`src/ncoa_pkg.sv`:
```
// Package with register map, field positions, reset values and state types of the NCO phase alignment block
package ncoa_pkg;

  // ==========================================================================
  // Register map
  // ==========================================================================
  localparam int ADDR_W = 8;
  localparam int DATA_W = 8;
  localparam int KEY_W = 16;

  localparam logic [7:0] OFS_CTRL_STATUS = 8'h50;
  localparam logic [7:0] OFS_KEY_I_LOW = 8'h51;
  localparam logic [7:0] OFS_KEY_I_HIGH = 8'h52;
  localparam logic [7:0] OFS_KEY_Q_LOW = 8'h53;
  localparam logic [7:0] OFS_KEY_Q_HIGH = 8'h54;
  localparam logic [7:0] OFS_IRQ_STATUS = 8'h5E;
  localparam logic [7:0] OFS_IRQ_MASK = 8'h5F;

  // ==========================================================================
  // Control and status fields
  // ==========================================================================
  localparam int BIT_ARM = 7;
  localparam int BIT_MATCH = 5;
  localparam int BIT_PASS = 4;
  localparam int BIT_FAIL = 3;
  localparam int MODE_LSB = 0;
  localparam int MODE_W = 2;

  localparam logic [1:0] MODE_OFF = 2'h0;
  localparam logic [1:0] MODE_SYSREF = 2'h1;
  localparam logic [1:0] MODE_DATA_KEY = 2'h2;

  // Interrupt status bits
  localparam int IRQ_W = 3;
  localparam int IRQ_DONE = 0;
  localparam int IRQ_FAIL = 1;
  localparam int IRQ_MATCH = 2;

  // ==========================================================================
  // Reset values
  // ==========================================================================
  localparam logic [7:0] RST_BYTE = 8'h00;
  localparam logic [1:0] RST_MODE = 2'h0;
  localparam logic [2:0] RST_IRQ = 3'h0;

  typedef enum logic [1:0] {
    ST_IDLE,
    ST_WAIT_TRIG,
    ST_DONE
  } ncoa_state_t;

endpackage

```
`src/ncoa_cmp_if.sv`:
```
// Interface that carries keys, samples and the match result between the controller and the comparator
`timescale 1ns/1ps
`default_nettype none
interface ncoa_cmp_if;
  logic [ncoa_pkg::KEY_W-1:0] key_i;
  logic [ncoa_pkg::KEY_W-1:0] key_q;
  logic [ncoa_pkg::KEY_W-1:0] smp_i;
  logic [ncoa_pkg::KEY_W-1:0] smp_q;
  logic smp_valid;
  logic enable;
  logic hit;

  modport ctl (output key_i, output key_q, output smp_i, output smp_q, output smp_valid, output enable, input hit);
  modport cmp (input key_i, input key_q, input smp_i, input smp_q, input smp_valid, input enable, output hit);
endinterface
`default_nettype wire

```
`src/ncoa_align.sv`:
```
// NCO phase alignment controller: registers, trigger selection, status and interrupt
`timescale 1ns/1ps
`default_nettype none
// How it works
// - Mode field picks trigger: 00 off, 10 data key, 01 SYSREF.
// - Match status bit 5 reads 1 when alignment came from a data match.
// - Finished attempt without data-match alignment leaves match bit at 0.
// - Pass status bit 4 reads 1 once alignment took effect on phase.
// - Pass bit reads 0 while an armed alignment is still pending.
// - Fail bit 3 reads 1 if NCO reset while rotating; 0 until finished.
// - Sixteen-bit writable I key held as low and high byte registers.
// - Sixteen-bit writable Q key held as low and high byte registers.
// - Software arms by taking bit 7 from 0 to 1; only that edge starts.
module ncoa_align
(
  // Clock and reset
  input wire logic clk,
  input wire logic resetn,
  // Register port
  input wire logic [7:0] reg_addr,
  input wire logic [7:0] reg_wdata,
  input wire logic reg_wr,
  input wire logic reg_rd,
  output logic [7:0] reg_rdata,
  // Incoming I/Q sample path
  input wire logic smp_valid,
  input wire logic [15:0] smp_i,
  input wire logic [15:0] smp_q,
  // Qualified SYSREF event
  input wire logic sysref_event,
  // NCO phase accumulators
  input wire logic nco_rotating,
  output logic nco_phase_reset,
  // Interrupt
  output logic irq
);

  // ==========================================================================
  // Address decode
  // ==========================================================================
  function automatic logic hit_addr(input logic [7:0] addr, input logic [7:0] ofs);
    hit_addr = (addr == ofs);
  endfunction

  logic wr_ctrl;
  logic wr_irq_status;
  logic wr_irq_mask;
  assign wr_ctrl = reg_wr && hit_addr(reg_addr, ncoa_pkg::OFS_CTRL_STATUS);
  assign wr_irq_status = reg_wr && hit_addr(reg_addr, ncoa_pkg::OFS_IRQ_STATUS);
  assign wr_irq_mask = reg_wr && hit_addr(reg_addr, ncoa_pkg::OFS_IRQ_MASK);

  // ==========================================================================
  // Key registers
  // ==========================================================================
  logic [7:0] key_i_low_q;
  logic [7:0] key_i_high_q;
  logic [7:0] key_q_low_q;
  logic [7:0] key_q_high_q;

  always_ff @(posedge clk or negedge resetn)
  begin
    if (!resetn)
    begin
      key_i_low_q <= ncoa_pkg::RST_BYTE;
      key_i_high_q <= ncoa_pkg::RST_BYTE;
      key_q_low_q <= ncoa_pkg::RST_BYTE;
      key_q_high_q <= ncoa_pkg::RST_BYTE;
    end
    else if (reg_wr)
    begin
      if (hit_addr(reg_addr, ncoa_pkg::OFS_KEY_I_LOW))
      begin
        key_i_low_q <= reg_wdata;
      end
      if (hit_addr(reg_addr, ncoa_pkg::OFS_KEY_I_HIGH))
      begin
        key_i_high_q <= reg_wdata;
      end
      if (hit_addr(reg_addr, ncoa_pkg::OFS_KEY_Q_LOW))
      begin
        key_q_low_q <= reg_wdata;
      end
      if (hit_addr(reg_addr, ncoa_pkg::OFS_KEY_Q_HIGH))
      begin
        key_q_high_q <= reg_wdata;
      end
    end
  end

  // ==========================================================================
  // Control fields
  // ==========================================================================
  logic arm_q;
  logic [1:0] mode_q;
  logic arm_rise;

  always_ff @(posedge clk or negedge resetn)
  begin
    if (!resetn)
    begin
      arm_q <= 1'b0;
      mode_q <= ncoa_pkg::RST_MODE;
    end
    else if (wr_ctrl)
    begin
      arm_q <= reg_wdata[ncoa_pkg::BIT_ARM];
      mode_q <= reg_wdata[ncoa_pkg::MODE_LSB +: ncoa_pkg::MODE_W];
    end
  end

  // Only a 0 to 1 write starts; rewriting a 1 does nothing
  assign arm_rise = wr_ctrl && reg_wdata[ncoa_pkg::BIT_ARM] && !arm_q;

  // ==========================================================================
  // Comparator
  // ==========================================================================
  ncoa_pkg::ncoa_state_t state_q;
  logic [1:0] run_mode_q;
  ncoa_cmp_if cmp_bus ();

  assign cmp_bus.key_i = {key_i_high_q, key_i_low_q};
  assign cmp_bus.key_q = {key_q_high_q, key_q_low_q};
  assign cmp_bus.smp_i = smp_i;
  assign cmp_bus.smp_q = smp_q;
  assign cmp_bus.smp_valid = smp_valid;
  assign cmp_bus.enable = (state_q == ncoa_pkg::ST_WAIT_TRIG) && (run_mode_q == ncoa_pkg::MODE_DATA_KEY);

  ncoa_key_cmp u_cmp
  (
    .clk(clk),
    .resetn(resetn),
    .cmp(cmp_bus.cmp)
  );

  // ==========================================================================
  // Trigger selection
  // ==========================================================================
  logic trig;
  logic [1:0] arm_mode;

  // Mode 11 is undefined and treated as disabled
  assign arm_mode = wr_ctrl ? reg_wdata[ncoa_pkg::MODE_LSB +: ncoa_pkg::MODE_W] : mode_q;

  always_comb
  begin
    trig = 1'b0;
    if (state_q == ncoa_pkg::ST_WAIT_TRIG)
    begin
      unique case (run_mode_q)
        ncoa_pkg::MODE_DATA_KEY: trig = cmp_bus.hit;
        ncoa_pkg::MODE_SYSREF: trig = sysref_event;
        default: trig = 1'b0;
      endcase
    end
  end

  // ==========================================================================
  // Alignment sequence
  // ==========================================================================
  always_ff @(posedge clk or negedge resetn)
  begin
    if (!resetn)
    begin
      state_q <= ncoa_pkg::ST_IDLE;
      run_mode_q <= ncoa_pkg::RST_MODE;
    end
    else
    begin
      unique case (state_q)
        ncoa_pkg::ST_IDLE, ncoa_pkg::ST_DONE:
        begin
          if (arm_rise && (arm_mode == ncoa_pkg::MODE_DATA_KEY || arm_mode == ncoa_pkg::MODE_SYSREF))
          begin
            state_q <= ncoa_pkg::ST_WAIT_TRIG;
            run_mode_q <= arm_mode;
          end
        end
        ncoa_pkg::ST_WAIT_TRIG:
        begin
          // A new arming edge restarts the wait in the newly written mode, or returns to idle if that mode is off or 11
          if (arm_rise)
          begin
            run_mode_q <= arm_mode;
            if (arm_mode != ncoa_pkg::MODE_DATA_KEY && arm_mode != ncoa_pkg::MODE_SYSREF)
            begin
              state_q <= ncoa_pkg::ST_IDLE;
            end
          end
          else if (trig)
          begin
            state_q <= ncoa_pkg::ST_DONE;
          end
        end
        default:
        begin
          state_q <= ncoa_pkg::ST_IDLE;
        end
      endcase
    end
  end

  logic fire;
  assign fire = (state_q == ncoa_pkg::ST_WAIT_TRIG) && !arm_rise && trig;

  always_ff @(posedge clk or negedge resetn)
  begin
    if (!resetn)
    begin
      nco_phase_reset <= 1'b0;
    end
    else
    begin
      nco_phase_reset <= fire;
    end
  end

  // ==========================================================================
  // Status bits
  // ==========================================================================
  logic match_q;
  logic pass_q;
  logic fail_q;

  // The phase reset takes effect on the edge where it is issued, so status follows the same edge
  always_ff @(posedge clk or negedge resetn)
  begin
    if (!resetn)
    begin
      match_q <= 1'b0;
      pass_q <= 1'b0;
      fail_q <= 1'b0;
    end
    else if (arm_rise)
    begin
      match_q <= 1'b0;
      pass_q <= 1'b0;
      fail_q <= 1'b0;
    end
    else if (fire)
    begin
      match_q <= (run_mode_q == ncoa_pkg::MODE_DATA_KEY) && !nco_rotating;
      pass_q <= !nco_rotating;
      fail_q <= nco_rotating;
    end
  end

  // ==========================================================================
  // Interrupts
  // ==========================================================================
  logic [2:0] irq_status_q;
  logic [2:0] irq_mask_q;
  logic [2:0] irq_event;
  logic [2:0] irq_status_d;

  assign irq_event[ncoa_pkg::IRQ_DONE] = fire;
  assign irq_event[ncoa_pkg::IRQ_FAIL] = fire && nco_rotating;
  assign irq_event[ncoa_pkg::IRQ_MATCH] = fire && !nco_rotating && (run_mode_q == ncoa_pkg::MODE_DATA_KEY);

  // A set in the same cycle as a write-one-to-clear wins, so no event is lost
  generate
    for (genvar g = 0; g < ncoa_pkg::IRQ_W; g++)
    begin : g_irq
      assign irq_status_d[g] = irq_event[g] || (irq_status_q[g] && !(wr_irq_status && reg_wdata[g]));
    end
  endgenerate

  // One process owns the whole status word, so no bit has a second writer
  always_ff @(posedge clk or negedge resetn)
  begin
    if (!resetn)
    begin
      irq_status_q <= ncoa_pkg::RST_IRQ;
    end
    else
    begin
      irq_status_q <= irq_status_d;
    end
  end

  always_ff @(posedge clk or negedge resetn)
  begin
    if (!resetn)
    begin
      irq_mask_q <= ncoa_pkg::RST_IRQ;
    end
    else if (wr_irq_mask)
    begin
      irq_mask_q <= reg_wdata[ncoa_pkg::IRQ_W-1:0];
    end
  end

  assign irq = |(irq_status_q & irq_mask_q);

  // ==========================================================================
  // Read back
  // ==========================================================================
  logic [7:0] ctrl_rd;

  always_comb
  begin
    ctrl_rd = 8'h00;
    ctrl_rd[ncoa_pkg::BIT_ARM] = arm_q;
    ctrl_rd[ncoa_pkg::BIT_MATCH] = match_q;
    ctrl_rd[ncoa_pkg::BIT_PASS] = pass_q;
    ctrl_rd[ncoa_pkg::BIT_FAIL] = fail_q;
    ctrl_rd[ncoa_pkg::MODE_LSB +: ncoa_pkg::MODE_W] = mode_q;
  end

  // Data stand only in the cycle after the read strobe; unmapped addresses read zero
  always_ff @(posedge clk or negedge resetn)
  begin
    if (!resetn)
    begin
      reg_rdata <= 8'h00;
    end
    else if (!reg_rd)
    begin
      reg_rdata <= 8'h00;
    end
    else
    begin
      case (reg_addr)
        ncoa_pkg::OFS_CTRL_STATUS: reg_rdata <= ctrl_rd;
        ncoa_pkg::OFS_KEY_I_LOW: reg_rdata <= key_i_low_q;
        ncoa_pkg::OFS_KEY_I_HIGH: reg_rdata <= key_i_high_q;
        ncoa_pkg::OFS_KEY_Q_LOW: reg_rdata <= key_q_low_q;
        ncoa_pkg::OFS_KEY_Q_HIGH: reg_rdata <= key_q_high_q;
        ncoa_pkg::OFS_IRQ_STATUS: reg_rdata <= {5'h00, irq_status_q};
        ncoa_pkg::OFS_IRQ_MASK: reg_rdata <= {5'h00, irq_mask_q};
        default: reg_rdata <= 8'h00;
      endcase
    end
  end

endmodule // ncoa_align
`default_nettype wire

```
`src/ncoa_key_cmp.sv`:
```
// Sample pair comparator against the programmed I and Q keys
`timescale 1ns/1ps
`default_nettype none
module ncoa_key_cmp
(
  // Clock and reset
  input wire logic clk,
  input wire logic resetn,
  // Keys, samples and result
  ncoa_cmp_if.cmp cmp
);

  // ==========================================================================
  // Compare
  // ==========================================================================
  // Registered so the trigger path sees a clean flop, at the cost of one cycle of latency
  always_ff @(posedge clk or negedge resetn)
  begin
    if (!resetn)
    begin
      cmp.hit <= 1'b0;
    end
    else
    begin
      cmp.hit <= cmp.enable && cmp.smp_valid && (cmp.smp_i == cmp.key_i) && (cmp.smp_q == cmp.key_q);
    end
  end

endmodule // ncoa_key_cmp
`default_nettype wire

```
`config.mk`:
```
export PLATFORM = sky130hd
export DESIGN_NAME = ncoa_align
export DESIGN_NICKNAME = d
export VERILOG_FILES = /design/src/ncoa_pkg.sv /design/src/ncoa_cmp_if.sv /design/src/ncoa_align.sv /design/src/ncoa_key_cmp.sv
export SDC_FILE = /design/constraint.sdc
export NUM_CORES = 1
export LEC_CHECK = 0
export BUFFER_PORTS_ARGS = -buffer_cell sky130_fd_sc_hd__buf_2
export CAP_MARGIN = 20
export CORE_ASPECT_RATIO = 1.4
export CORE_MARGIN = 2
export CORE_UTILIZATION = 32
export DETAILED_ROUTE_END_ITERATION = 6
export GPL_TIMING_DRIVEN = 0
export PLACE_DENSITY_LB_ADDON = 0.08
export SLEW_MARGIN = 20
export SYNTH_ARGS = -nofsm -noshare
export SYNTH_HDL_FRONTEND = slang
export SYNTH_SLANG_ARGS = --single-unit
```
`constraint.sdc`:
```
create_clock -name clk -period 1.7 [get_ports clk]
set_clock_uncertainty 0.1 [all_clocks]
set_input_delay 0.255 -clock clk [delete_from_list [all_inputs] [get_ports clk]]
set_output_delay 0.255 -clock clk [all_outputs]
set_load 0.005 [all_outputs]
```
==> results of run 1 <==
==> layout by cell type (no fill, tap or decap), types with 3 or more instances in the layout <==
cell / count
xor2_1: 31
nand2_1: 15
nor4_1: 4
nor2_4: 3
inv_1: 5
nor3_1: 3
o2bb2ai_1: 4
dfrtp_1: 58
nor4_2: 4
nand4_1: 3
buf_4: 6
clkbuf_1: 5
a32oi_1: 7
mux2i_1: 4
nor2_1: 4
mux2_2: 51
o21ai_0: 3
bufinv_16: 3
clkbuf_16: 9
xnor2_1: 3
nand3_1: 5
buf_2: 61
a21oi_1: 11
==> how the worst min path moves through the flow <==
| stage | startpoint | to |
|---|---|---|
| 2_1_floorplan | resetn | arm_q$_DFFE_PN0N_ |
| 3_3_place_gp | nco_rotating | pass_q$_DFFE_PN0P_ |
| 3_5_place_dp | resetn | u_cmp.cmp.hit$_DFF_PN0_ |
| 4_1_cts | nco_rotating | pass_q$_DFFE_PN0P_ |
| 5_1_grt | nco_rotating | pass_q$_DFFE_PN0P_ |
| 6_report | nco_rotating | pass_q$_DFFE_PN0P_ |
==> kinds of logic after synthesis <==
group           Yosys count  share of synthesized area [%]
buf+inv                  15                           2.17
mux                      55                           19.7
xor+xnor                 34                           9.56
simple gates             64                           12.9
flops                    58                           46.6
fa+ha+maj                 2                          0.803
compound gates           36                           8.28
==> synth_stat cells, types with 2 or more instances <==
cell type,count
mux2i_1,4
nor3b_1,2
a22oi_1,3
buf_4,2
dfrtp_1,58
xnor2_1,3
a21oi_1,11
inv_1,5
nand2_1,15
nor4_1,8
nor2_2,2
o21ai_0,3
nor3_1,6
buf_2,3
nand3_1,5
o2bb2ai_1,4
xor2_1,31
ha_1,2
nor2_1,6
mux2_2,51
nand2b_1,2
nand4_1,3
a32oi_1,7
clkbuf_1,5
nor2b_1,2
==> stage by stage <==
stage	cell area, µm²	cells	setup TNS [ps]
finish	4130	458	0
global route	4130	458	-24.7
CTS	4020	452	-392
detailed placement	3590	435	-16480
global placement	3560	434	-17840
floorplan	3120	264	0
==> per-layer routing <==
metal  vias up  global-route usage (%)
met5         -                       0
met4         0                    7.88
met3        13                    2.32
met2        53                    28.8
met1      1142                    22.2
li1       1134                       -
==> worst max-delay path: cells and delay by family, from the launching register on <==
family | cells | cell delay (ps)
DFF | 1 | 380
muxes | 1 | 340
and+or+nand+nor | 2 | 350
AOI/OAI and AO/OA | 1 | 190
buffers and inverters | 1 | 160
==> sequential cells by signal, indices dropped and copies added, names as in the netlist, 2 cells and up <==
| register | cells |
|---|---|
| irq_mask_q | 3 |
| key_i_high_q | 8 |
| irq_status_q | 3 |
| key_i_low_q | 8 |
| mode_q | 2 |
| key_q_high_q | 8 |
| state_q | 2 |
| reg_rdata | 8 |
| run_mode_q | 2 |
| key_q_low_q | 8 |
==> area by class of cell <==
cell class	instances	area, µm²
flip-flops and latches	58	1450
repair buffers	68	410
well taps	110	138
clock buffers	11	253
multi-input cells	191	1700
plain buffers	10	55.1
clock inverters	5	100
fillers	910	5330
inverters	5	18.8
==> timing repair <==
action                                  4_1_cts  5_1_grt
pin swaps                                     0        7
endpoints found under the hold margin        58        0
hold buffers                                  1        0
endpoints found under the setup margin       31       44
resized for setup                            10        9
buffers inserted                              0        6
==> report_power, final <==
part	internal, W	total, W	switching [W]	leakage [nW]
Sequential	0.00143	0.00147	0.0000426	0.799
Combinational	0.000159	0.000341	0.000182	1.03
Clock	0.00150	0.00212	0.000617	0.176
==> flow_results.xml, run 1 <==
<?xml version="1.0" encoding="UTF-8"?>
<metrics>
  <group name="status">
    <metric name="run_status" unit="">complete, no violations</metric>
  </group>
  <group name="route">
    <metric name="drt-wirelength-per-cell" unit="µm">18.9</metric>
    <metric name="route.final.wire_length" unit="mm">8.66</metric>
    <metric name="antenna_left" unit="">0</metric>
    <metric name="num_vias" unit="">2342</metric>
    <metric name="dr_wl_met2" unit="mm">4.45</metric>
    <metric name="routed.top_layer" unit="">met4</metric>
    <metric name="via_per_inst" unit="">5.11</metric>
    <metric name="drtIter0Drc" unit="">150</metric>
    <metric name="drt-pass1-iter-count" unit="">4</metric>
    <metric name="post-route-drc-count" unit="">0</metric>
    <metric name="wl_met3" unit="µm">272</metric>
    <metric name="met1_length" unit="mm">3.74</metric>
  </group>
  <group name="floorplan">
    <metric name="die_h" unit="µm">121</metric>
    <metric name="num_rows" unit="">42</metric>
    <metric name="dieArea" unit="mm²">0.0105</metric>
    <metric name="chipWidth" unit="µm">87.4</metric>
    <metric name="num_io_pins" unit="">65</metric>
    <metric name="fp.coreArea" unit="mm²">0.00946</metric>
    <metric name="start_util" unit="%">32.9</metric>
  </group>
  <group name="cells_and_area">
    <metric name="total_inserted_antenna_cells" unit="">0</metric>
    <metric name="area_growth_from_synthesis_to_layout" unit="%">32.5</metric>
    <metric name="nets" unit="">400</metric>
    <metric name="final_core_utilization" unit="%">43.6</metric>
    <metric name="drive_gt1_share" unit="%">46.3</metric>
  </group>
  <group name="logic_synthesis">
    <metric name="ys_types" unit="">46</metric>
    <metric name="netlist_instances" unit="">264</metric>
    <metric name="post_synth_net_total" unit="">321</metric>
    <metric name="synth_enable_flop_cells" unit="">0</metric>
    <metric name="netlist.top_cell.by_area" unit="">dfrtp_1</metric>
    <metric name="yosysWarnings" unit="">0</metric>
    <metric name="yosysTopAreaCellShare" unit="%">46.6</metric>
    <metric name="ys_top_cells_by_area" unit="">dfrtp_1 (47%), mux2_2 (18%), xor2_1 (8.7%)</metric>
    <metric name="ffs_latches_synth" unit="">58</metric>
    <metric name="netlist_area" unit="mm²">0.00311</metric>
    <metric name="seq_area_frac_synth" unit="%">46.6</metric>
    <metric name="synth-async-reset-ratio" unit="%">100</metric>
    <metric name="synth.avg_cell_area" unit="µm²">11.8</metric>
    <metric name="synthFlopType" unit="">dfrtp_1</metric>
  </group>
  <group name="placed_design">
    <metric name="place_hpwl" unit="mm">6.57</metric>
    <metric name="preCtsSetupSlack" unit="ps">-455</metric>
    <metric name="routabilityCongestion" unit="">0.782</metric>
    <metric name="buffer_ports.inserted" unit="">60</metric>
  </group>
  <group name="worst_setup_path">
    <metric name="rrSetupSlack" unit="ps">70</metric>
    <metric name="crit_chain" unit="">nor2b_1, and4_1, buf_6, a21boi_4, mux2_2</metric>
    <metric name="critPathRequiredTime" unit="ps">1810</metric>
    <metric name="critPathLaunchType" unit="">register</metric>
    <metric name="critical_path_peak_fanout" unit="">9</metric>
    <metric name="crit_start" unit="">arm_q$_DFFE_PN0N_</metric>
    <metric name="crit_path_end_kind" unit="">register</metric>
    <metric name="cp_max_stage_cell" unit="">dfrtp_1</metric>
    <metric name="cp-endpoint" unit="">run_mode_q[1]$_DFFE_PN0P_</metric>
    <metric name="reg2reg_depth" unit="">5</metric>
    <metric name="slowest_delay" unit="ps">380</metric>
    <metric name="worst_path_arrival_time" unit="ps">1740</metric>
    <metric name="worstSetupPathType" unit="">register to register</metric>
    <metric name="crit-reg2reg-capture" unit="">run_mode_q[1]$_DFFE_PN0P_</metric>
    <metric name="r2r-start" unit="">arm_q$_DFFE_PN0N_</metric>
  </group>
  <group name="sta">
    <metric name="grt_setup_unrepaired" unit="">true</metric>
    <metric name="fin_crit" unit="ps">1630</metric>
    <metric name="worst-slew-pin-transition" unit="ps">824</metric>
    <metric name="finalSetupViolations" unit="">0</metric>
    <metric name="hold_violations" unit="">0</metric>
    <metric name="post-route-worst-setup-slack" unit="ps">69.1</metric>
    <metric name="final_max_slew_viols" unit="">0</metric>
    <metric name="timing.final.crit_share" unit="%">95.9</metric>
    <metric name="maxSlewHeadroom" unit="%">44.6</metric>
    <metric name="hold_slack" unit="ps">43.0</metric>
    <metric name="fmax" unit="GHz">0.613</metric>
  </group>
  <group name="clock_tree">
    <metric name="ctsRootBufferMaster" unit="">clkbuf_16</metric>
    <metric name="tritoncts" unit="">done</metric>
    <metric name="numClockSinks" unit="">58</metric>
    <metric name="cts.clk_slew.worst_paths" unit="ps">50</metric>
    <metric name="clk_latency" unit="ps">330</metric>
    <metric name="clock_path_buffers" unit="">2</metric>
    <metric name="cts_buffers" unit="">9</metric>
    <metric name="htreeDepth" unit="">3</metric>
  </group>
  <group name="hold_path">
    <metric name="min_delay_path_depth" unit="">2</metric>
    <metric name="holdCritPathClass" unit="">input pin to register</metric>
  </group>
  <group name="global_routing">
    <metric name="grt_start_max_net_pins" unit="">45</metric>
    <metric name="vias_in_the_first_global_route" unit="">2321</metric>
    <metric name="grt.overflow.total" unit="">0</metric>
    <metric name="grt.total_usage" unit="%">17.4</metric>
    <metric name="antenna_found_initial" unit="">0</metric>
    <metric name="first_pass_grt_wire_length" unit="mm">13.2</metric>
  </group>
  <group name="power">
    <metric name="power.ir.vdd_worst" unit="V">0.000578</metric>
    <metric name="design_power_total" unit="W">0.00393</metric>
    <metric name="p_leak" unit="nW">2.00</metric>
    <metric name="power_per_cell_area" unit="mW/mm²">953</metric>
  </group>
  <group name="run">
    <metric name="timing.max_cap.violations" unit="">0</metric>
  </group>
</metrics>
No activity file was read; power rests on OpenSTA's default activity.
==> inputs of run 2 (changes only) <==
--- a/config.mk
+++ b/config.mk
@@ -7,7 +7,6 @@
 export LEC_CHECK = 0
 export BUFFER_PORTS_ARGS = -buffer_cell sky130_fd_sc_hd__buf_2
 export CAP_MARGIN = 20
-export CORE_ASPECT_RATIO = 1.4
 export CORE_MARGIN = 2
 export CORE_UTILIZATION = 32
 export DETAILED_ROUTE_END_ITERATION = 6
==> flow_results.xml, run 2 (same netlist as run 1, synthesis figures left out) <==
<?xml version="1.0" encoding="UTF-8"?>
<metrics>
  <group name="global_routing">
    <metric name="grt_start_max_net_pins" unit="">46</metric>
    <metric name="first_pass_grt_wire_length" unit="mm">13.5</metric>
    <metric name="grt.overflow.total" unit="">0</metric>
    <metric name="antenna_found_initial" unit="">0</metric>
    <metric name="grt.total_usage" unit="%">18.1</metric>
    <metric name="vias_in_the_first_global_route" unit="">2322</metric>
  </group>
  <group name="clock_tree">
    <metric name="cts_buffers" unit="">9</metric>
    <metric name="htreeDepth" unit="">3</metric>
    <metric name="clock_path_buffers" unit="">2</metric>
    <metric name="ctsRootBufferMaster" unit="">clkbuf_8</metric>
    <metric name="numClockSinks" unit="">58</metric>
    <metric name="clk_latency" unit="ps">340</metric>
    <metric name="cts.clk_slew.worst_paths" unit="ps">70</metric>
    <metric name="tritoncts" unit="">done</metric>
  </group>
  <group name="status">
    <metric name="run_status" unit="">complete, no violations</metric>
  </group>
  <group name="sta">
    <metric name="maxSlewHeadroom" unit="%">40.3</metric>
    <metric name="final_max_slew_viols" unit="">0</metric>
    <metric name="grt_setup_unrepaired" unit="">true</metric>
    <metric name="fin_crit" unit="ps">1700</metric>
    <metric name="worst-slew-pin-transition" unit="ps">889</metric>
    <metric name="fmax" unit="GHz">0.588</metric>
    <metric name="finalSetupViolations" unit="">0</metric>
    <metric name="timing.final.crit_share" unit="%">100</metric>
    <metric name="hold_slack" unit="ps">38.7</metric>
    <metric name="hold_violations" unit="">0</metric>
  </group>
  <group name="floorplan">
    <metric name="start_util" unit="%">32.5</metric>
    <metric name="num_rows" unit="">36</metric>
    <metric name="die_h" unit="µm">103</metric>
    <metric name="chipWidth" unit="µm">103</metric>
    <metric name="num_io_pins" unit="">65</metric>
    <metric name="fp.coreArea" unit="mm²">0.00959</metric>
    <metric name="dieArea" unit="mm²">0.0105</metric>
  </group>
  <group name="route">
    <metric name="post-route-drc-count" unit="">0</metric>
    <metric name="drt-pass1-iter-count" unit="">4</metric>
    <metric name="num_vias" unit="">2371</metric>
    <metric name="drtIter0Drc" unit="">94</metric>
    <metric name="antenna_left" unit="">0</metric>
    <metric name="route.final.wire_length" unit="mm">8.95</metric>
    <metric name="drt-wirelength-per-cell" unit="µm">18.7</metric>
    <metric name="via_per_inst" unit="">4.94</metric>
  </group>
  <group name="power">
    <metric name="power.ir.vdd_worst" unit="V">0.000424</metric>
    <metric name="power_per_cell_area" unit="mW/mm²">841</metric>
    <metric name="p_leak" unit="nW">1.93</metric>
  </group>
  <group name="worst_setup_path">
    <metric name="crit-reg2reg-capture" unit="">u_cmp.cmp.hit$_DFF_PN0_</metric>
    <metric name="worstSetupPathType" unit="">input pin to register</metric>
    <metric name="rrSetupSlack" unit="ps">60</metric>
    <metric name="critPathRequiredTime" unit="ps">1830</metric>
    <metric name="crit_path_end_kind" unit="">register</metric>
    <metric name="critical_path_peak_fanout" unit="">9</metric>
    <metric name="critPathLaunchType" unit="">input pin</metric>
    <metric name="r2r-start" unit="">key_q_high_q[2]$_DFFE_PN0P_</metric>
    <metric name="worst_path_arrival_time" unit="ps">1830</metric>
    <metric name="reg2reg_depth" unit="">4</metric>
  </group>
  <group name="cells_and_area">
    <metric name="layout_common_cells" unit="">buf_2 (62), dfrtp_1 (58), mux2_2 (49)</metric>
    <metric name="finalInstanceArea" unit="mm²">0.00399</metric>
    <metric name="drive_gt1_share" unit="%">45.5</metric>
    <metric name="layout_commonest_cell" unit="">buf_2</metric>
    <metric name="total_inserted_antenna_cells" unit="">0</metric>
    <metric name="area_growth_from_synthesis_to_layout" unit="%">28.2</metric>
    <metric name="nets" unit="">399</metric>
  </group>
  <group name="hold_path">
    <metric name="hold_path_startpoint" unit="">nco_rotating</metric>
    <metric name="worstHoldEndpoint" unit="">pass_q$_DFFE_PN0P_</metric>
    <metric name="holdCritPathClass" unit="">input pin to register</metric>
    <metric name="min_delay_path_depth" unit="">2</metric>
  </group>
  <group name="placed_design">
    <metric name="buffer_ports.inserted" unit="">60</metric>
    <metric name="postPlaceCellArea" unit="mm²">0.00362</metric>
    <metric name="place_hpwl" unit="mm">6.43</metric>
    <metric name="routabilityCongestion" unit="">0.751</metric>
  </group>
  <group name="run">
    <metric name="timing.max_cap.violations" unit="">0</metric>
  </group>
</metrics>
-- run 2: power by group --
part           internal [W]  switching (W)  leakage [nW]
Combinational      0.000159       0.000181          1.02
Sequential          0.00142      0.0000434         0.799
Clock              0.000973       0.000576         0.114
-- run 2: layer usage --
layer  global-route usage (%)  routed length (µm)  up-vias
met3                     3.32                 419       11
li1                         -                   -     1129
met1                     25.8                4290     1166
met2                     27.2                4110       65
met5                        0                   0        -
met4                     7.08                 132        0
-- run 2: final cells by class --
| cell class | count | area [µm²] |
|---|---|---|
| clock inverters | 5 | 103 |
| well taps | 133 | 166 |
| plain buffers | 10 | 52.6 |
| clock buffers | 11 | 131 |
| multi-input cells | 191 | 1690 |
| repair buffers | 67 | 378 |
| flip-flops and latches | 58 | 1450 |
| inverters | 5 | 18.8 |
| fillers | 949 | 5600 |
-- run 2: worst max-delay path, cell delays in order --
cell and delay (ps):
buf_2 180, nor2_1 280, nand4_1 200, nor2_2 510, mux2_2 400
-- run 2: per-stage QoR --
stage / util, % / worst slack [ps] / total power [W] / std cells / TNS (ps)
after floorplan: - / 2.13 / 0.00165 / 264 / 0
after global placement: 37.4 / -731 / 0.00181 / 457 / -17540
after detailed placement: 37.8 / -599 / 0.00182 / 458 / -16760
after CTS: 40.8 / -9.46 / 0.00339 / 475 / -32.4
after global routing: 41.6 / -92.0 / 0.00350 / 480 / -1110
final: 41.6 / 0.522 / 0.00336 / 480 / 0
-- run 2: worst max-delay path by stage --
stage / slack, ps / end / startpoint
3_3_place_gp: -730 / reg_rdata[0]$_DFF_PN0_ / reg_addr[7]
5_1_grt: -90 / key_q_low_q[4]$_DFFE_PN0P_ / reg_addr[3]
3_5_place_dp: -600 / reg_rdata[4]$_DFF_PN0_ / reg_addr[1]
4_1_cts: -9 / key_q_low_q[1]$_DFFE_PN0P_ / reg_addr[3]
2_1_floorplan: 2 / run_mode_q[0]$_DFFE_PN0P_ / reg_addr[3]
6_report: 0.5 / key_q_low_q[4]$_DFFE_PN0P_ / reg_addr[3]
-- run 2: repair_timing --
item,CTS,global route
setup buffers,0,5
pin swaps,1,10
hold buffers,1,0
endpoints found under the setup margin,26,42
endpoints found under the hold margin,58,0
gates resized for setup,7,10
==> inputs of run 3 (changes only) <==
--- a/config.mk
+++ b/config.mk
@@ -7,6 +7,7 @@
 export LEC_CHECK = 0
 export BUFFER_PORTS_ARGS = -buffer_cell sky130_fd_sc_hd__buf_2
 export CAP_MARGIN = 20
+export CORE_ASPECT_RATIO = 1.5
 export CORE_MARGIN = 2
 export CORE_UTILIZATION = 32
 export DETAILED_ROUTE_END_ITERATION = 6
==> flow_results.xml, run 3 (same netlist as run 1, synthesis figures left out) <==
<?xml version="1.0" encoding="UTF-8"?>
<metrics>
  <group name="clock_tree">
    <metric name="cts.clk_slew.worst_paths" unit="ps">50</metric>
    <metric name="clk_latency" unit="ps">330</metric>
    <metric name="tritoncts" unit="">done</metric>
    <metric name="clock_path_buffers" unit="">2</metric>
    <metric name="numClockSinks" unit="">58</metric>
    <metric name="htreeDepth" unit="">3</metric>
    <metric name="ctsRootBufferMaster" unit="">clkbuf_16</metric>
    <metric name="cts_buffers" unit="">9</metric>
  </group>
  <group name="route">
    <metric name="num_vias" unit="">2388</metric>
    <metric name="via_per_inst" unit="">5.15</metric>
    <metric name="drt-wirelength-per-cell" unit="µm">19.7</metric>
    <metric name="antenna_left" unit="">0</metric>
    <metric name="route.final.wire_length" unit="mm">9.13</metric>
    <metric name="post-route-drc-count" unit="">0</metric>
    <metric name="drt-pass1-iter-count" unit="">4</metric>
    <metric name="drtIter0Drc" unit="">97</metric>
  </group>
  <group name="worst_setup_path">
    <metric name="crit_path_end_kind" unit="">output port</metric>
    <metric name="worst_path_arrival_time" unit="ps">1310</metric>
    <metric name="critPathRequiredTime" unit="ps">1340</metric>
    <metric name="critical_path_peak_fanout" unit="">3</metric>
    <metric name="rrSetupSlack" unit="ps">50</metric>
    <metric name="worstSetupPathType" unit="">register to output port</metric>
    <metric name="slowest_delay" unit="ps">390</metric>
    <metric name="critPathLaunchType" unit="">register</metric>
    <metric name="crit_chain" unit="">a222oi_1, inv_1, buf_2</metric>
    <metric name="cp_max_stage_cell" unit="">dfrtp_1</metric>
  </group>
  <group name="sta">
    <metric name="grt_setup_unrepaired" unit="">true</metric>
    <metric name="post-route-worst-setup-slack" unit="ps">39.7</metric>
    <metric name="hold_violations" unit="">0</metric>
    <metric name="maxSlewHeadroom" unit="%">58.6</metric>
    <metric name="worst-slew-pin-transition" unit="ps">621</metric>
    <metric name="timing.final.crit_share" unit="%">97.7</metric>
    <metric name="fin_crit" unit="ps">1660</metric>
    <metric name="finalSetupViolations" unit="">0</metric>
    <metric name="fmax" unit="GHz">0.602</metric>
    <metric name="final_max_slew_viols" unit="">0</metric>
  </group>
  <group name="power">
    <metric name="p_leak" unit="nW">2.01</metric>
    <metric name="power.ir.vdd_worst" unit="V">0.000636</metric>
    <metric name="power_per_cell_area" unit="mW/mm²">916</metric>
  </group>
  <group name="global_routing">
    <metric name="grt_start_max_net_pins" unit="">31</metric>
    <metric name="vias_in_the_first_global_route" unit="">2573</metric>
    <metric name="first_pass_grt_wire_length" unit="mm">14.2</metric>
    <metric name="antenna_found_initial" unit="">0</metric>
    <metric name="grt.total_usage" unit="%">18.2</metric>
    <metric name="grt.overflow.total" unit="">0</metric>
  </group>
  <group name="cells_and_area">
    <metric name="nets" unit="">401</metric>
    <metric name="layout_common_cells" unit="">buf_2 (62), dfrtp_1 (58), mux2_2 (51)</metric>
    <metric name="final_core_utilization" unit="%">43.0</metric>
    <metric name="area_growth_from_synthesis_to_layout" unit="%">32.2</metric>
    <metric name="total_inserted_antenna_cells" unit="">0</metric>
    <metric name="drive_gt1_share" unit="%">48.4</metric>
    <metric name="layout_commonest_cell" unit="">buf_2</metric>
  </group>
  <group name="run">
    <metric name="timing.max_cap.violations" unit="">0</metric>
  </group>
  <group name="hold_path">
    <metric name="holdCritPathClass" unit="">input pin to register</metric>
  </group>
  <group name="floorplan">
    <metric name="num_io_pins" unit="">65</metric>
    <metric name="start_util" unit="%">32.5</metric>
    <metric name="die_h" unit="µm">125</metric>
    <metric name="chipWidth" unit="µm">84.6</metric>
    <metric name="dieArea" unit="mm²">0.0106</metric>
    <metric name="num_rows" unit="">44</metric>
    <metric name="fp.coreArea" unit="mm²">0.00958</metric>
  </group>
  <group name="placed_design">
    <metric name="buffer_ports.inserted" unit="">60</metric>
    <metric name="preCtsSetupSlack" unit="ps">-512</metric>
    <metric name="routabilityCongestion" unit="">0.768</metric>
    <metric name="place_hpwl" unit="mm">6.77</metric>
  </group>
  <group name="status">
    <metric name="run_status" unit="">complete, no violations</metric>
  </group>
</metrics>
==> run 3: changes by cell type in the layout (fill, tap and decap cells not counted), sizes merged <==
cell / delta
clkbuf: -1
clkinv: +3
bufinv: -1
clkinvlp: -1
buf: +2
==> run 3: cell type report <==
class / instances / area, µm²
fillers: 986 / 5460
repair buffers: 69 / 398
plain buffers: 10 / 53.8
clock inverters: 6 / 80.1
multi-input cells: 191 / 1730
flip-flops and latches: 58 / 1450
well taps: 115 / 144
clock buffers: 10 / 239
inverters: 5 / 18.8
==> run 3: critical path: cells and delay by family, from the launching register on <==
kind | cells | cell delay, ps
flops | 1 | 390
compound gates | 1 | 390
buf+inv | 2 | 190
==> run 3: final timing paths <==
kind	start	endpoint	cells after the start
setup / recovery	irq_mask_q[2]$_DFFE_PN0P_	irq	3
hold / removal	nco_rotating	pass_q$_DFFE_PN0P_	2
max in group asynchronous	resetn	reg_rdata[1]$_DFF_PN0_	3
hold reg to reg	irq_status_q[2]$_DFF_PN0_	irq_status_q[2]$_DFF_PN0_	1
setup reg to reg	arm_q$_DFFE_PN0N_	run_mode_q[1]$_DFFE_PN0P_	5
min in group asynchronous	resetn	key_q_low_q[5]$_DFFE_PN0P_	2
==> run 3: where the power goes <==
group	switching (W)	total, W	internal, W
sequential	0.0000446	0.00147	0.00143
clock	0.000641	0.00195	0.00131
combinational	0.000188	0.000349	0.000161
==> run 3: per-stage QoR <==
stage	power [W]	std cells	hold slack (ps)	TNS, ps	cell area [µm²]
global placement	0.00181	439	372	-19160	3560
finish	0.00377	464	33.6	0	4120
global route	0.00391	464	42.4	-164	4120
CTS	0.00380	462	20.9	-127	4020
detailed placement	0.00182	440	113	-17770	3590
floorplan	0.00165	264	-141	0	3120
==> run 3: metal layers <==
layer,wire length [µm],GRT usage (%)
met1,3740,21.8
met2,4880,31.6
met3,362,4.44
met4,150,6.16
met5,0,0
==> run 3: timing repair <==
action | 4_1_cts | 5_1_grt
hold buffers | 1 | 0
pin swaps | 2 | 7
endpoints found under the setup margin | 39 | 30
endpoints found under the hold margin | 28 | 0
buffers inserted | 5 | 2
gates resized for setup | 8 | 18
